[src/shared/adcwd_pkg.sv]
/*
  adcwd_pkg: register offsets, field positions, reset values, timing
  constants and bus carriers for the converter scan and limit control.
  assumes an APB slave with 32-bit data and one word per register.
*/
package adcwd_pkg;
  // printed offsets are not multiples of four: they are register indices
  localparam logic [7:0] IDX_CH6_RESULT = 8'hf6;
  localparam logic [7:0] IDX_CH7_RESULT = 8'hf7;
  localparam logic [7:0] IDX_CH6_LOW = 8'hf8;
  localparam logic [7:0] IDX_CH7_LOW = 8'hf9;
  localparam logic [7:0] IDX_CH6_HIGH = 8'hfa;
  localparam logic [7:0] IDX_CH7_HIGH = 8'hfb;
  localparam logic [7:0] IDX_FLAGS = 8'hfc;
  localparam logic [7:0] IDX_CTRL = 8'hfd;
  localparam logic [7:0] IDX_IRQ_CTRL = 8'hfe;
  localparam logic [7:0] IDX_IRQ_VEC = 8'hff;
  localparam int ADDR_W = 10;

  // limit compare flag bits
  localparam int FL_CH7_HIGH = 7;
  localparam int FL_CH6_HIGH = 6;
  localparam int FL_CH7_LOW = 5;
  localparam int FL_CH6_LOW = 4;
  localparam logic [7:0] FLAGS_LOW_ONES = 8'h0f;
  localparam logic [7:0] FLAGS_RESET = 8'h0f;

  // converter control bits
  localparam int CT_SCAN_HI = 7;
  localparam int CT_SCAN_LO = 5;
  localparam int CT_PIN_TRIG = 4;
  localparam int CT_TMR_TRIG = 3;
  localparam int CT_BIAS = 2;
  localparam int CT_REPEAT = 1;
  localparam int CT_RUN = 0;
  localparam logic [7:0] CTRL_RESET = 8'h00;

  // irq control bits
  localparam int IC_DONE = 7;
  localparam int IC_ALARM = 6;
  localparam int IC_DONE_EN = 5;
  localparam int IC_ALARM_EN = 4;
  localparam int IC_PRIO_HI = 2;
  localparam int IC_PRIO_LO = 0;
  localparam logic [7:0] IRQC_RESET = 8'h0f;

  // irq vector bits
  localparam int IV_WORD = 1;
  localparam logic [7:0] IVEC_RESET = 8'h02;
  localparam logic [7:0] IVEC_BASE_MASK = 8'hfc;

  localparam logic [2:0] LAST_CHANNEL = 3'h7;

  // per-channel conversion time and its cycle count at 200 MHz
  localparam int CONV_TIME_NS = 11000;
  localparam int CLK_PERIOD_PS = 5000;
  localparam int CONV_CYCLES = (CONV_TIME_NS * 1000) / CLK_PERIOD_PS;

  typedef struct packed {
    logic psel;
    logic penable;
    logic pwrite;
    logic [ADDR_W-1:0] paddr;
    logic [31:0] pwdata;
  } adcwd_apb_req_t;

  typedef struct packed {
    logic pready;
    logic pslverr;
    logic [31:0] prdata;
  } adcwd_apb_rsp_t;

  typedef struct packed {
    logic req;
    logic [2:0] prio;
    logic wordSel;
  } adcwd_irq_t;
endpackage

[src/core/adcwd_ctrl.sv]
/*
  adcwd_ctrl: scan sequencer, channel 6/7 limit guard and interrupt
  control of an eight-channel converter, with an APB register slave.
  assumes the analog front end takes a channel number and a start pulse
  while bias is on, and returns an 8-bit result with a done pulse; all
  inputs are synchronous to ref_clk.
*/
`timescale 1ns/1ps
`default_nettype none
module adcwd_ctrl (
  input wire logic ref_clk,
  input wire logic rst,
  input wire adcwd_pkg::adcwd_apb_req_t apbReq,
  output adcwd_pkg::adcwd_apb_rsp_t apbRsp,
  input wire logic externalTriggerPin,
  input wire logic timerEvent,
  input wire logic convDone,
  input wire logic [7:0] convResult,
  output logic convStart,
  output logic [2:0] convChannel,
  output logic analogBiasOn,
  output adcwd_pkg::adcwd_irq_t irqOut
);
  import adcwd_pkg::*;

  typedef enum logic [1:0] {S_IDLE, S_START, S_WAIT} adcwd_state_t;

  function automatic logic [7:0] regIdx(input logic [ADDR_W-1:0] a);
    return a[ADDR_W-1:2];
  endfunction

  function automatic logic [3:0] checkLimits(input logic [7:0] res,
      input logic [7:0] lo, input logic [7:0] hi);
    // {high, low} pair; window is lo <= res < hi
    return {2'b00, res >= hi, res < lo};
  endfunction

  adcwd_state_t state_ff, nxt_state;
  logic [7:0] ch6Result_ff, ch7Result_ff, ch6Low_ff, ch7Low_ff;
  logic [7:0] ch6High_ff, ch7High_ff;
  logic [3:0] limitFlags_ff, nxt_limitFlags;
  logic [7:0] ctrl_ff, nxt_ctrl;
  logic [7:0] irqCtrl_ff, nxt_irqCtrl;
  logic [7:0] irqVec_ff, nxt_irqVec;
  logic [2:0] chan_ff, nxt_chan;
  logic pinPrev_ff, convStart_ff, bias_ff;
  logic [31:0] rdata_ff;
  logic ready_ff, err_ff;
  adcwd_irq_t irq_ff, nxt_irq;

  wire logic access = apbReq.psel && apbReq.penable && !ready_ff;
  wire logic wrEn = access && apbReq.pwrite;
  wire logic [7:0] idx = regIdx(apbReq.paddr);
  wire logic [7:0] wd = apbReq.pwdata[7:0];
  wire logic mapped = idx >= IDX_CH6_RESULT;
  wire logic wrCtrl = wrEn && idx == IDX_CTRL;
  wire logic wrIrqC = wrEn && idx == IDX_IRQ_CTRL;
  wire logic wrFlags = wrEn && idx == IDX_FLAGS;
  wire logic wrCh6Res = wrEn && idx == IDX_CH6_RESULT;
  wire logic wrCh7Res = wrEn && idx == IDX_CH7_RESULT;
  wire logic wrCh6Low = wrEn && idx == IDX_CH6_LOW;
  wire logic wrCh7Low = wrEn && idx == IDX_CH7_LOW;
  wire logic wrCh6High = wrEn && idx == IDX_CH6_HIGH;
  wire logic wrCh7High = wrEn && idx == IDX_CH7_HIGH;
  wire logic wrIrqVec = wrEn && idx == IDX_IRQ_VEC;

  // falling edge of the pin, the low pulse marks a trigger
  wire logic pinEdge = pinPrev_ff && !externalTriggerPin;
  wire logic trigRaw = (ctrl_ff[CT_PIN_TRIG] && pinEdge)
      || (ctrl_ff[CT_TMR_TRIG] && timerEvent);
  // triggers while a group runs are ignored
  wire logic trigger = trigRaw && !ctrl_ff[CT_RUN] && !wrCtrl;
  wire logic biasOn = ctrl_ff[CT_BIAS];
  wire logic [2:0] firstChan = ctrl_ff[CT_SCAN_HI:CT_SCAN_LO];
  wire logic repeatMode = ctrl_ff[CT_REPEAT];
  wire logic chanDone = state_ff == S_WAIT && convDone && !wrCtrl;
  wire logic groupEnd = chanDone && chan_ff == LAST_CHANNEL;
  wire logic [3:0] cmp6 = checkLimits(convResult, ch6Low_ff, ch6High_ff);
  wire logic [3:0] cmp7 = checkLimits(convResult, ch7Low_ff, ch7High_ff);
  wire logic hit6 = chanDone && chan_ff == 3'h6;
  wire logic hit7 = chanDone && chan_ff == LAST_CHANNEL;
  wire logic [3:0] cmpSet = {hit7 & cmp7[1], hit6 & cmp6[1],
      hit7 & cmp7[0], hit6 & cmp6[0]};
  wire logic alarmEvt = |cmpSet;
  wire logic irqFlagClr = wrIrqC && ((irqCtrl_ff[IC_DONE] && !wd[IC_DONE])
      || (irqCtrl_ff[IC_ALARM] && !wd[IC_ALARM]));
  wire logic doneReq = irqCtrl_ff[IC_DONE] && irqCtrl_ff[IC_DONE_EN];
  wire logic alarmReq = irqCtrl_ff[IC_ALARM] && irqCtrl_ff[IC_ALARM_EN];

  // sequencer
  always_comb begin
    nxt_state = state_ff;
    nxt_chan = chan_ff;
    unique case (state_ff)
      S_IDLE: begin
        nxt_chan = firstChan;
        if (ctrl_ff[CT_RUN] && biasOn) begin
          nxt_state = S_START;
        end
      end
      S_START: begin
        nxt_state = S_WAIT;
      end
      S_WAIT: begin
        if (chanDone) begin
          if (chan_ff != LAST_CHANNEL) begin
            nxt_chan = chan_ff + 3'h1;
            nxt_state = S_START;
          end else if (repeatMode && ctrl_ff[CT_RUN]) begin
            nxt_chan = firstChan;
            nxt_state = S_START;
          end else begin
            nxt_state = S_IDLE;
          end
        end
      end
    endcase
    // control write, run cleared or bias off abort the group
    if (wrCtrl || !ctrl_ff[CT_RUN] || !biasOn) begin
      nxt_state = S_IDLE;
      nxt_chan = wrCtrl ? wd[CT_SCAN_HI:CT_SCAN_LO] : firstChan;
    end
  end

  // control register
  always_comb begin
    nxt_ctrl = ctrl_ff;
    if (wrCtrl) begin
      nxt_ctrl = wd;
    end else if (trigger) begin
      nxt_ctrl[CT_RUN] = 1'b1;
    end else if (groupEnd && !repeatMode) begin
      nxt_ctrl[CT_RUN] = 1'b0;
    end
  end

  // limit flags: hardware set wins over software write
  always_comb begin
    nxt_limitFlags = limitFlags_ff;
    if (wrFlags) begin
      nxt_limitFlags = wd[7:4];
    end
    if (irqFlagClr) begin
      nxt_limitFlags = 4'h0;
    end
    nxt_limitFlags = nxt_limitFlags | cmpSet;
  end

  // irq control: a software write may set flags, raising a request
  always_comb begin
    nxt_irqCtrl = irqCtrl_ff;
    if (wrIrqC) begin
      nxt_irqCtrl = wd;
    end
    if (groupEnd) begin
      nxt_irqCtrl[IC_DONE] = 1'b1;
    end
    if (alarmEvt) begin
      nxt_irqCtrl[IC_ALARM] = 1'b1;
    end
  end

  // vector and request; alarm has priority, done waits
  always_comb begin
    nxt_irqVec = irqVec_ff;
    if (wrIrqVec) begin
      nxt_irqVec = (wd & IVEC_BASE_MASK) | (irqVec_ff & ~IVEC_BASE_MASK);
    end
    if (alarmReq) begin
      nxt_irqVec[IV_WORD] = 1'b0;
    end else if (doneReq) begin
      nxt_irqVec[IV_WORD] = 1'b1;
    end
    nxt_irq.req = doneReq || alarmReq;
    nxt_irq.prio = irqCtrl_ff[IC_PRIO_HI:IC_PRIO_LO];
    nxt_irq.wordSel = nxt_irqVec[IV_WORD];
  end

  // start comes from the next state so it rises with the channel it names
  always_ff @(posedge ref_clk) begin
    if (rst) begin
      state_ff <= S_IDLE;
      chan_ff <= 3'h0;
      convStart_ff <= 1'b0;
    end else begin
      state_ff <= nxt_state;
      chan_ff <= nxt_chan;
      convStart_ff <= nxt_state == S_START;
    end
  end

  always_ff @(posedge ref_clk) begin
    if (rst) begin
      ctrl_ff <= CTRL_RESET;
      bias_ff <= 1'b0;
    end else begin
      ctrl_ff <= nxt_ctrl;
      bias_ff <= nxt_ctrl[CT_BIAS];
    end
  end

  always_ff @(posedge ref_clk) begin
    if (rst) begin
      limitFlags_ff <= FLAGS_RESET[7:4];
    end else begin
      limitFlags_ff <= nxt_limitFlags;
    end
  end

  always_ff @(posedge ref_clk) begin
    if (rst) begin
      irqCtrl_ff <= IRQC_RESET;
    end else begin
      irqCtrl_ff <= nxt_irqCtrl;
    end
  end

  always_ff @(posedge ref_clk) begin
    if (rst) begin
      irqVec_ff <= IVEC_RESET;
      irq_ff <= '0;
    end else begin
      irqVec_ff <= nxt_irqVec;
      irq_ff <= nxt_irq;
    end
  end

  // pin history resets to the idle high level, so no false edge follows
  always_ff @(posedge ref_clk) begin
    if (rst) begin
      pinPrev_ff <= 1'b1;
    end else begin
      pinPrev_ff <= externalTriggerPin;
    end
  end

  // result and limit registers: data only, no reset needed
  always_ff @(posedge ref_clk) begin
    if (hit6) begin
      ch6Result_ff <= convResult;
    end else if (wrCh6Res) begin
      ch6Result_ff <= wd;
    end
  end

  always_ff @(posedge ref_clk) begin
    if (hit7) begin
      ch7Result_ff <= convResult;
    end else if (wrCh7Res) begin
      ch7Result_ff <= wd;
    end
  end

  always_ff @(posedge ref_clk) begin
    if (wrCh6Low) begin
      ch6Low_ff <= wd;
    end
    if (wrCh7Low) begin
      ch7Low_ff <= wd;
    end
    if (wrCh6High) begin
      ch6High_ff <= wd;
    end
    if (wrCh7High) begin
      ch7High_ff <= wd;
    end
  end

  // apb: one wait state, answer in the cycle after the access phase opens
  logic [7:0] rdByte;
  always_comb begin
    rdByte = 8'h00;
    unique case (idx)
      IDX_CH6_RESULT: rdByte = ch6Result_ff;
      IDX_CH7_RESULT: rdByte = ch7Result_ff;
      IDX_CH6_LOW: rdByte = ch6Low_ff;
      IDX_CH7_LOW: rdByte = ch7Low_ff;
      IDX_CH6_HIGH: rdByte = ch6High_ff;
      IDX_CH7_HIGH: rdByte = ch7High_ff;
      IDX_FLAGS: rdByte = {limitFlags_ff, FLAGS_LOW_ONES[3:0]};
      IDX_CTRL: rdByte = ctrl_ff;
      IDX_IRQ_CTRL: rdByte = irqCtrl_ff;
      IDX_IRQ_VEC: rdByte = irqVec_ff & ~8'h01;
      default: rdByte = 8'h00;
    endcase
  end

  always_ff @(posedge ref_clk) begin
    if (rst) begin
      ready_ff <= 1'b0;
    end else begin
      ready_ff <= access;
    end
  end

  // an unmapped index answers with an error; writes there are dropped
  always_ff @(posedge ref_clk) begin
    if (rst) begin
      err_ff <= 1'b0;
    end else begin
      err_ff <= access && !mapped;
    end
  end

  // read data is zero outside the answer cycle so stale bytes never leak
  always_ff @(posedge ref_clk) begin
    if (rst) begin
      rdata_ff <= 32'h0000_0000;
    end else begin
      rdata_ff <= access ? {24'h00_0000, rdByte} : 32'h0000_0000;
    end
  end

  assign apbRsp.pready = ready_ff;
  assign apbRsp.pslverr = err_ff;
  assign apbRsp.prdata = rdata_ff;
  assign convStart = convStart_ff;
  assign convChannel = chan_ff;
  assign analogBiasOn = bias_ff;
  assign irqOut = irq_ff;
endmodule
`default_nettype wire

[config.mk]
export PLATFORM = sky130hd
export DESIGN_NAME = adcwd_ctrl
export DESIGN_NICKNAME = d
export VERILOG_FILES = /design/src/shared/adcwd_pkg.sv /design/src/core/adcwd_ctrl.sv
export SDC_FILE = /design/constraint.sdc
export NUM_CORES = 1
export LEC_CHECK = 0
export BUFFER_PORTS_ARGS = -buffer_cell sky130_fd_sc_hd__buf_2
export CORE_MARGIN = 5
export CORE_UTILIZATION = 55
export DETAILED_ROUTE_END_ITERATION = 10
export PLACE_DENSITY = 0.83
export REMOVE_ABC_BUFFERS = 1
export SETUP_SLACK_MARGIN = 0.15
export SYNTH_ARGS = -nofsm -noshare
export SYNTH_HDL_FRONTEND = slang
export SYNTH_SLANG_ARGS = --single-unit
[constraint.sdc]
create_clock -name ref_clk -period 5.05 [get_ports ref_clk]
set_clock_uncertainty 0.1 [all_clocks]
set_input_delay 0.505 -clock ref_clk [delete_from_list [all_inputs] [get_ports ref_clk]]
set_output_delay 0.505 -clock ref_clk [all_outputs]
set_load 0.005 [all_outputs]
# Yosys cells after proc, flatten, opt, wreduce, memory -nomap -nowiden
# Index checks and enable logic that the tools add are counted.
[word_totals]
regBits = 122
word_cells = 140
out_inout_bits = 44
input_bits = 58
[op_classes]
addsub = 1
bitwise = 7
n_eq_ne = 18
n_mux = 28
order_cmp = 5
reduce_logical = 55
[op_table]
columns = ["operator", "n"]
rows = [
  ["8-bit equality test (second input constant)", 10],
  ["8-bit one-hot mux with 10 select lines", 1],
  ["8-bit two-way mux", 5],
  ["1-bit logical AND", 31],
  ["8-bit >= comparator", 2],
  ["8-bit less-than comparator", 2],
  ["3-bit two-way mux", 5],
  ["1-bit logical NOT", 9],
  ["1-bit two-way mux", 9],
  ["8-bit >= comparator (second input constant)", 1],
  ["2-bit two-way mux", 4],
  ["4-bit two-way mux", 2],
  ["8-bit by 2-bit bitwise OR with 8-bit output", 1],
  ["2-bit nonzero test", 4],
  ["3-bit equality test (second input constant)", 2],
  ["2-bit one-hot mux with 3 select lines", 1],
  ["3-bit one-hot mux with 2 select lines", 1],
  ["3-bit nonzero test", 2],
  ["1-bit logical OR", 5],
  ["1-bit AND", 4],
  ["2-bit by 1-bit equality test with 1-bit output (second input constant)", 2],
  ["4-bit by 1-bit != test with 1-bit output (second input constant)", 1],
  ["4-bit bitwise OR", 1],
  ["4-bit OR reduction", 1],
  ["other kinds (8)", 8],
]

# Depth between registers and ports, before layout
# Gate-level depths: netlist of run 1.
[depth]
ltp_word = 11
mapped_depth = 8
mapped_depth_nobuf = 7

# Least setup slack after synthesis of run 1
# OpenSTA, ideal clock, no wires.
[synth_path]
kind = "input to register"
startpoint = "in apbReq[34] in the netlist's numbering"
endpoint = "reg ch7Low_ff[0] (enable)"
setup_slack_ps = 2544
n_path_buf = 2
stages = 4
t_required_ps = 4555
setup_ps = 395
arrival_ps = 2011
path_cell_list = "clkbuf_1 > clkbuf_1 > inv_1 > nor4_1"
[synth_via]
elab_chain_len = 2
[synth_rtl]
columns = ["element", "line_no", "source"]
rows = [
  ["from (decl)", "adcwd_ctrl.sv:13", "input wire adcwd_pkg::adcwd_apb_req_t apbReq,"],
  ["8-bit equality test", "adcwd_ctrl.sv:62", "wire logic wrCh7Low = wrEn && idx == IDX_CH7_LOW;"],
  ["1-bit logical AND", "adcwd_ctrl.sv:62", ""],
  ["named net wrCh7Low", "adcwd_ctrl.sv:62", ""],
  ["to (signal assigned)", "adcwd_ctrl.sv:259", "ch7Low_ff <= wd;"],
  ["to (decl)", "adcwd_ctrl.sv:39", "logic [7:0] ch6Result_ff, ch7Result_ff, ch6Low_ff, ch7Low_ff;"],
]
# The timed path passes the listed nets, and every way through them passes these cells.
# A chain may end at the register's enable or synchronous reset.

# Worst setup path after layout of run 1
[layout_path]
startpoint = "in apbReq[36] in the netlist's numbering"
endpoint = "reg ch7Result_ff[4] (enable)"
[layout_via]
elab_chain_len = 6
elab_cells_between_ends = 8
cone_classes = "eq/ne: 2; reduce/logical: 6"
[layout_rtl]
columns = ["element", "line_no", "source"]
rows = [
  ["8-bit equality test", "adcwd_ctrl.sv:56", "wire logic wrCtrl = wrEn && idx == IDX_CTRL;"],
  ["1-bit logical AND", "adcwd_ctrl.sv:56", ""],
  ["1-bit logical NOT", "adcwd_ctrl.sv:76", "wire logic chanDone = state_ff == S_WAIT && convDone && !wrCtrl;"],
  ["1-bit logical AND", "adcwd_ctrl.sv:76", ""],
  ["1-bit logical AND", "adcwd_ctrl.sv:81", "wire logic hit7 = chanDone && chan_ff == LAST_CHANNEL;"],
  ["2-bit nonzero test (no source line) (*)", "-", ""],
  ["to (signal assigned)", "adcwd_ctrl.sv:248", "ch7Result_ff <= convResult;"],
  ["to (signal assigned)", "adcwd_ctrl.sv:250", "ch7Result_ff <= wd;"],
  ["to (decl)", "adcwd_ctrl.sv:39", ""],
]
# Every way passes the cells marked *; elsewhere a longest branch is shown, timed or not.

==> results of run 1 <==
==> power groups by stage <==
stage               sequential [uW]  clock (uW)  combinational (uW)
global route                    829         566                 123
detailed placement              847           0                 108
global placement                847           0                 103
CTS                             828         532                 109
finish                          829         533                 111
floorplan                       847           0                47.8
==> placed cells by master (no fill, tap or decap), types with 13 or more instances in the layout <==
cell      instances
dfxtp_1          49
a21oi_1          29
mux2_2           30
nand2_1          50
nor2_1           31
conb_1           24
o21ai_0          13
buf_2            51
ha_1             36
edfxtp_1         48
inv_1            37
==> per-stage QoR <==
stage	cells	total power [uW]	area, um^2
floorplan	485	895	5030
global placement	671	950	5490
detailed placement	671	955	5490
CTS	687	1470	5690
global route	687	1520	5690
finish	687	1470	5690
==> worst max-delay path: stages <==
cell,delay (ns)
buf_2,0.55
nand3_1,0.21
or4_1,0.74
nand4_2,0.47
o31ai_1,0.19
buf_4,0.23
==> kinds of logic after synthesis <==
family,count (synthesis),share of synthesized area [%]
AND/OR/NAND/NOR,146,14.7
AO/OA/AOI/OAI,103,13.3
buffers and inverters,82,8.10
other,1,0.0718
multiplexers,42,8.77
adder cells (fa/ha/maj),36,8.62
flip-flops,97,46.4
==> state kept, by name, summed over array words and instances (netlist names) <==
| name | count |
|---|---|
| ch7High_ff | 8 |
| state_ff | 2 |
| ch7Result_ff | 8 |
| irqVec_ff | 7 |
| ctrl_ff | 8 |
| ch7Low_ff | 8 |
| limitFlags_ff | 4 |
| irqCtrl_ff | 8 |
| ch6Low_ff | 8 |
| pinPrev_ff | 1 |
| irqOut | 5 |
| ch6Result_ff | 8 |
| rdata_ff | 8 |
| ch6High_ff | 8 |
| ready_ff | 1 |
| convStart | 1 |
| err_ff | 1 |
| convChannel | 3 |
==> worst max-delay path by stage <==
stage               startpoint                         to  slack, ns  cells past startpoint
finish              apbReq[36]  ch7Result_ff[4]$_DFFE_PP_       2.16                      6
global route        apbReq[36]  ch7Result_ff[6]$_DFFE_PP_       2.06                      6
CTS                 apbReq[36]  ch7Result_ff[6]$_DFFE_PP_       2.19                      6
detailed placement  apbReq[36]  ch7Result_ff[7]$_DFFE_PP_       1.81                      6
global placement    apbReq[36]  ch7Result_ff[6]$_DFFE_PP_       1.88                      6
floorplan           apbReq[40]  ch7Result_ff[1]$_DFFE_PP_       2.59                      4
==> layout make-up <==
type                       instances  area share, %
timing repair buffer              57           5.27
tap                              129           2.84
multi-input combinational        351           43.3
sequential                        97           42.5
clock buffer                      12           2.75
clock inverter                     4          0.857
inverter                          37           2.44
==> metal layers <==
metal	GRT usage, %	vias to the layer above
met1	30.3	1934
met5	0	-
li1	-	1892
met2	40.3	267
met3	4.38	48
met4	7.48	0
==> results.json, run 1 <==
{
  "hold_slack_ns": 0.232,
  "ios": 102,
  "min_to": "pinPrev_ff$_SDFF_PP1_",
  "setup_tns_ns": 0,
  "power_density_nw_per_um2": 259,
  "dr_wl_met2_um": 6530,
  "min_path_type": "in -> reg",
  "layout-drive-gt1-share_pct": 20.3,
  "route.met3.wl_um": 1270,
  "grt_pass1_vias": 4027,
  "synth_area_leaders": "edfxtp_1, dfxtp_1, ha_1, mux2_2, buf_4",
  "worstReg2RegEnd": "ch7Result_ff[4]$_DFFE_PP_",
  "regArea_um2": 2420,
  "grt_antenna_before_repair": 0,
  "fmax_ghz": 0.346,
  "finalWorstSetupSlack_ns": 2.16,
  "synth.most_common_cell": "nand2_1",
  "ant_nets": 0,
  "dr.pass1.iters": 6,
  "seqPwrFrac_pct": 56.3,
  "hp-start": "externalTriggerPin",
  "postCtsSetupRepairBufs": 0,
  "tritoncts": "done",
  "finalNetCount": 647,
  "drt-met1-wl_um": 5060,
  "drt-initial-drc-count": 514,
  "arrival_ns": 2.92,
  "p_leak_uw": 0.00223,
  "synth_top_area_share_pct": 27.6,
  "drt_wl_total_um": 13300,
  "vdd_drop_max_v": 0.000120,
  "dp_hpwl_um": 9640,
  "syn_inst": 507,
  "power_switching_uw": 348,
  "vias": 4141,
  "cts-root-buf": "clkbuf_8",
  "yosysWarningCount": 0,
  "postSynth.asyncResetShare_pct": 0,
  "r2r_cells": 5,
  "clk_pin_slew_ns": 0.09,
  "dp_slack_ns": 1.81,
  "swShare_pct": 23.7,
  "vias_per_cell": 6.03,
  "setup_viol": 0,
  "cts_resized": 0,
  "h-tree-depth": 3,
  "drv_cap": 0,
  "wire_per_inst_um": 19.4,
  "synth.largest_area_cell": "edfxtp_1",
  "p_int_uw": 1120,
  "synthFlopType": "dfxtp_1",
  "finalMaxSlewViolations": 0,
  "routabilityCongestion": 0.900,
  "cp_max_fo": 40,
  "synth_commonest_cells": "nand2_1, dfxtp_1, edfxtp_1",
  "endpoint_kind": "flop",
  "top_layer": "met4",
  "grt_max_degree": 41,
  "rsz0062_at_grt": "no",
  "port_buffers": 51,
  "grt_use_total_pct": 23.6,
  "cp.required_ns": 5.08,
  "syn_area_um2": 5220,
  "slew_headroom_pct": 18.6,
  "yosysSeqAreaShare_pct": 46.4,
  "period_needed_ns": 2.89,
  "fillers": 738,
  "hold_depth": 2,
  "die_width_um": 107,
  "status": "finished, final reports clean",
  "worstSetupPathType": "in -> reg",
  "antenna_cells": 0,
  "ys_seq_elements": 97,
  "grt_pass1_wl_um": 21000,
  "hold_violations": 0,
  "overflow": 0,
  "drc": 0,
  "syn_area_per_cell_um2": 10.3,
  "cts.sinks": 97,
  "insertion_delay_ns": 0.37,
  "die_h_um": 107,
  "die_area_um2": 11500,
  "worst_pin_slew_ns": 1.21,
  "fin_crit_sh_pct": 57.3,
  "synth_edf_count": 48,
  "initial_core_util_pct": 56.5,
  "area_delta_synth_final_pct": 8.98,
  "multiInputGateArea_um2": 2460,
  "cts_buffers": 9,
  "fin_util_pct": 61.6,
  "yosys.cell_types.count": 55,
  "clockPowerShare_pct": 36.2,
  "hold_buffers": 0,
  "pwr-share-comb_pct": 7.6,
  "rows": 35,
  "critPathLaunchType": "input pin",
  "reg2reg_slack_ns": 2.36,
  "cts_buffer_depth": 2,
  "coreArea_um2": 9240,
  "r2r_start": "ready_ff$_SDFF_PP0_"
}
Note: power is estimated with default switching activity, not from simulation.
==> inputs of run 2 (changes only) <==
--- a/config.mk
+++ b/config.mk
@@ -7,9 +7,9 @@
 export LEC_CHECK = 0
 export BUFFER_PORTS_ARGS = -buffer_cell sky130_fd_sc_hd__buf_2
 export CORE_MARGIN = 5
-export CORE_UTILIZATION = 55
+export CORE_UTILIZATION = 50
 export DETAILED_ROUTE_END_ITERATION = 10
-export PLACE_DENSITY = 0.83
+export PLACE_DENSITY = 0.79
 export REMOVE_ABC_BUFFERS = 1
 export SETUP_SLACK_MARGIN = 0.15
 export SYNTH_ARGS = -nofsm -noshare
==> constraint.sdc (replaced) <==
create_clock -name ref_clk -period 2.33 [get_ports ref_clk]
set_clock_uncertainty 0.1 [all_clocks]
set_input_delay 0.233 -clock ref_clk [delete_from_list [all_inputs] [get_ports ref_clk]]
set_output_delay 0.233 -clock ref_clk [all_outputs]
set_load 0.005 [all_outputs]
==> run 2 against run 1 <==
Against the previous run: global-route usage decreased by 2.2 points; worst hold slack got worse by 0.14 ns; sequential power increased by 120%; critical endpoint is now ch7Result_ff[6]$_DFFE_PP_; largest power group unchanged; highest routed layer unchanged.
==> results.json, run 2 (synthesis gave the netlist of run 1 again) <==
{
  "vias": 4188,
  "coreArea_um2": 10300,
  "fin_crit_sh_pct": 94.4,
  "tritoncts": "done",
  "layout_common_cells": "buf_2, nand2_1, dfxtp_1",
  "setup_viol": 0,
  "worstReg2RegEnd": "ch7Result_ff[6]$_DFFE_PP_",
  "hold_violations": 0,
  "insertion_delay_ns": 0.37,
  "wire_per_inst_um": 18.6,
  "r2r_start": "ready_ff$_SDFF_PP0_",
  "drt_wl_total_um": 13300,
  "reg2reg_slack_ns": 0.13,
  "layout_commonest_cell": "buf_2",
  "fmax_ghz": 0.455,
  "h-tree-depth": 3,
  "vdd_drop_max_v": 0.000324,
  "slowest_delay_ns": 0.58,
  "overflow": 0,
  "cts_buffer_depth": 2,
  "layout-drive-gt1-share_pct": 23.4,
  "die_width_um": 112,
  "port_buffers": 51,
  "grt_pass1_vias": 4255,
  "critPathLaunchType": "flop",
  "ios": 102,
  "crit_chain": "nand4b_4, or4_1, nand4_2, mux2_2",
  "cp.required_ns": 2.34,
  "grt_max_degree": 40,
  "grt_pass1_wl_um": 21400,
  "die_area_um2": 12600,
  "cp-startpoint": "ready_ff$_SDFF_PP0_",
  "min_path_type": "in -> reg",
  "status": "finished, final reports clean",
  "drv_cap": 0,
  "clk_pin_slew_ns": 0.08,
  "drt-initial-drc-count": 420,
  "cts.sinks": 97,
  "slowest_stage": "or4_1",
  "cts_buffers": 9,
  "rows": 37,
  "die_h_um": 112,
  "initial_core_util_pct": 50.8,
  "cts-root-buf": "clkbuf_8",
  "setup_tns_ns": 0,
  "finalNetCount": 667,
  "routabilityCongestion": 0.946,
  "grt_antenna_before_repair": 1,
  "fillers": 888,
  "period_needed_ns": 2.20,
  "vias_per_cell": 5.86,
  "ant_nets": 0,
  "cp_max_fo": 15,
  "dp_hpwl_um": 10100,
  "power_density_nw_per_um2": 558,
  "r2r_cells": 4,
  "hold_slack_ns": 0.0936,
  "grt_use_total_pct": 21.4,
  "dr.pass1.iters": 7,
  "endpoint_kind": "flop",
  "finalMaxSlewViolations": 0,
  "p_leak_uw": 0.00235,
  "crit_path_end": "ch7Result_ff[6]$_DFFE_PP_",
  "arrival_ns": 2.20,
  "area_delta_synth_final_pct": 12.6,
  "worstSetupPathType": "reg -> reg",
  "rsz0062_at_grt": "yes",
  "drc": 0,
  "postCtsSetupRepairBufs": 0
}
-- run 2: per-layer routing --
metal | GRT usage (%) | wire, um | vias up
met5 | 0 | 0 | -
met1 | 26.7 | 5370 | 2014
met2 | 35.1 | 6380 | 202
met3 | 4.96 | 1080 | 40
li1 | - | - | 1932
met4 | 10.1 | 434 | 0
-- run 2: what timing repair did --
action | CTS | global route
endpoints found under the setup margin | 0 | 24
hold buffers | 1 | 0
gates resized for setup | 0 | 2
hold endpoints to repair | 1 | 0
-- run 2: worst min-delay path by stage --
stage	from	to	slack, ns	cells past startpoint
after floorplan	rst	ctrl_ff[0]$_SDFFE_PP0P_	0.20	1
after global placement	externalTriggerPin	pinPrev_ff$_SDFF_PP1_	0.34	2
after detailed placement	externalTriggerPin	pinPrev_ff$_SDFF_PP1_	0.35	2
after CTS	apbReq[0]	ch6High_ff[0]$_DFFE_PP_	0.06	1
after global routing	apbReq[0]	ch7High_ff[0]$_DFFE_PP_	0.06	1
final	apbReq[43]	ready_ff$_SDFF_PP0_	0.09	3
-- run 2: area by class of cell --
class                           instances  area (um^2)  area share [%]
Inverter                               37          139            2.36
Antenna cell                            1         2.50          0.0425
Clock buffer                           11          151            2.57
Tap cell                              136          170            2.89
Multi-Input combinational cell        351         2470            41.9
Sequential cell                        97         2420            41.2
Timing Repair Buffer                   77          453            7.70
Clock inverter                          5         77.6            1.32
-- run 2: report_power, final --
group          switching (uW)  leakage [uW]  total [uW]  internal (uW)
Clock                     576      0.000117        1240            660
Combinational             159       0.00140         251           91.7
Sequential               3.23      0.000828        1800           1790
Total                     738       0.00235        3280           2540
-- run 2: metrics by stage --
stage          total power [uW]  worst slack (ns)  area [um^2]  utilization, %  cells
2_1_floorplan              1940            0.0325         5030               -    485
3_3_place_gp               2070             0.204         5640            54.9    697
3_5_place_dp               2080             0.171         5640            54.9    697
4_1_cts                    3300             0.151         5880            57.2    714
5_1_grt                    3410            0.0887         5880            57.2    715
6_report                   3280             0.130         5880            57.2    715
-- run 2: worst max-delay path: cells and delay by family, from the launching register on --
kind	cells	cell delay, ns
flops	1	0.34
mux	1	0.39
simple gates	3	1.11
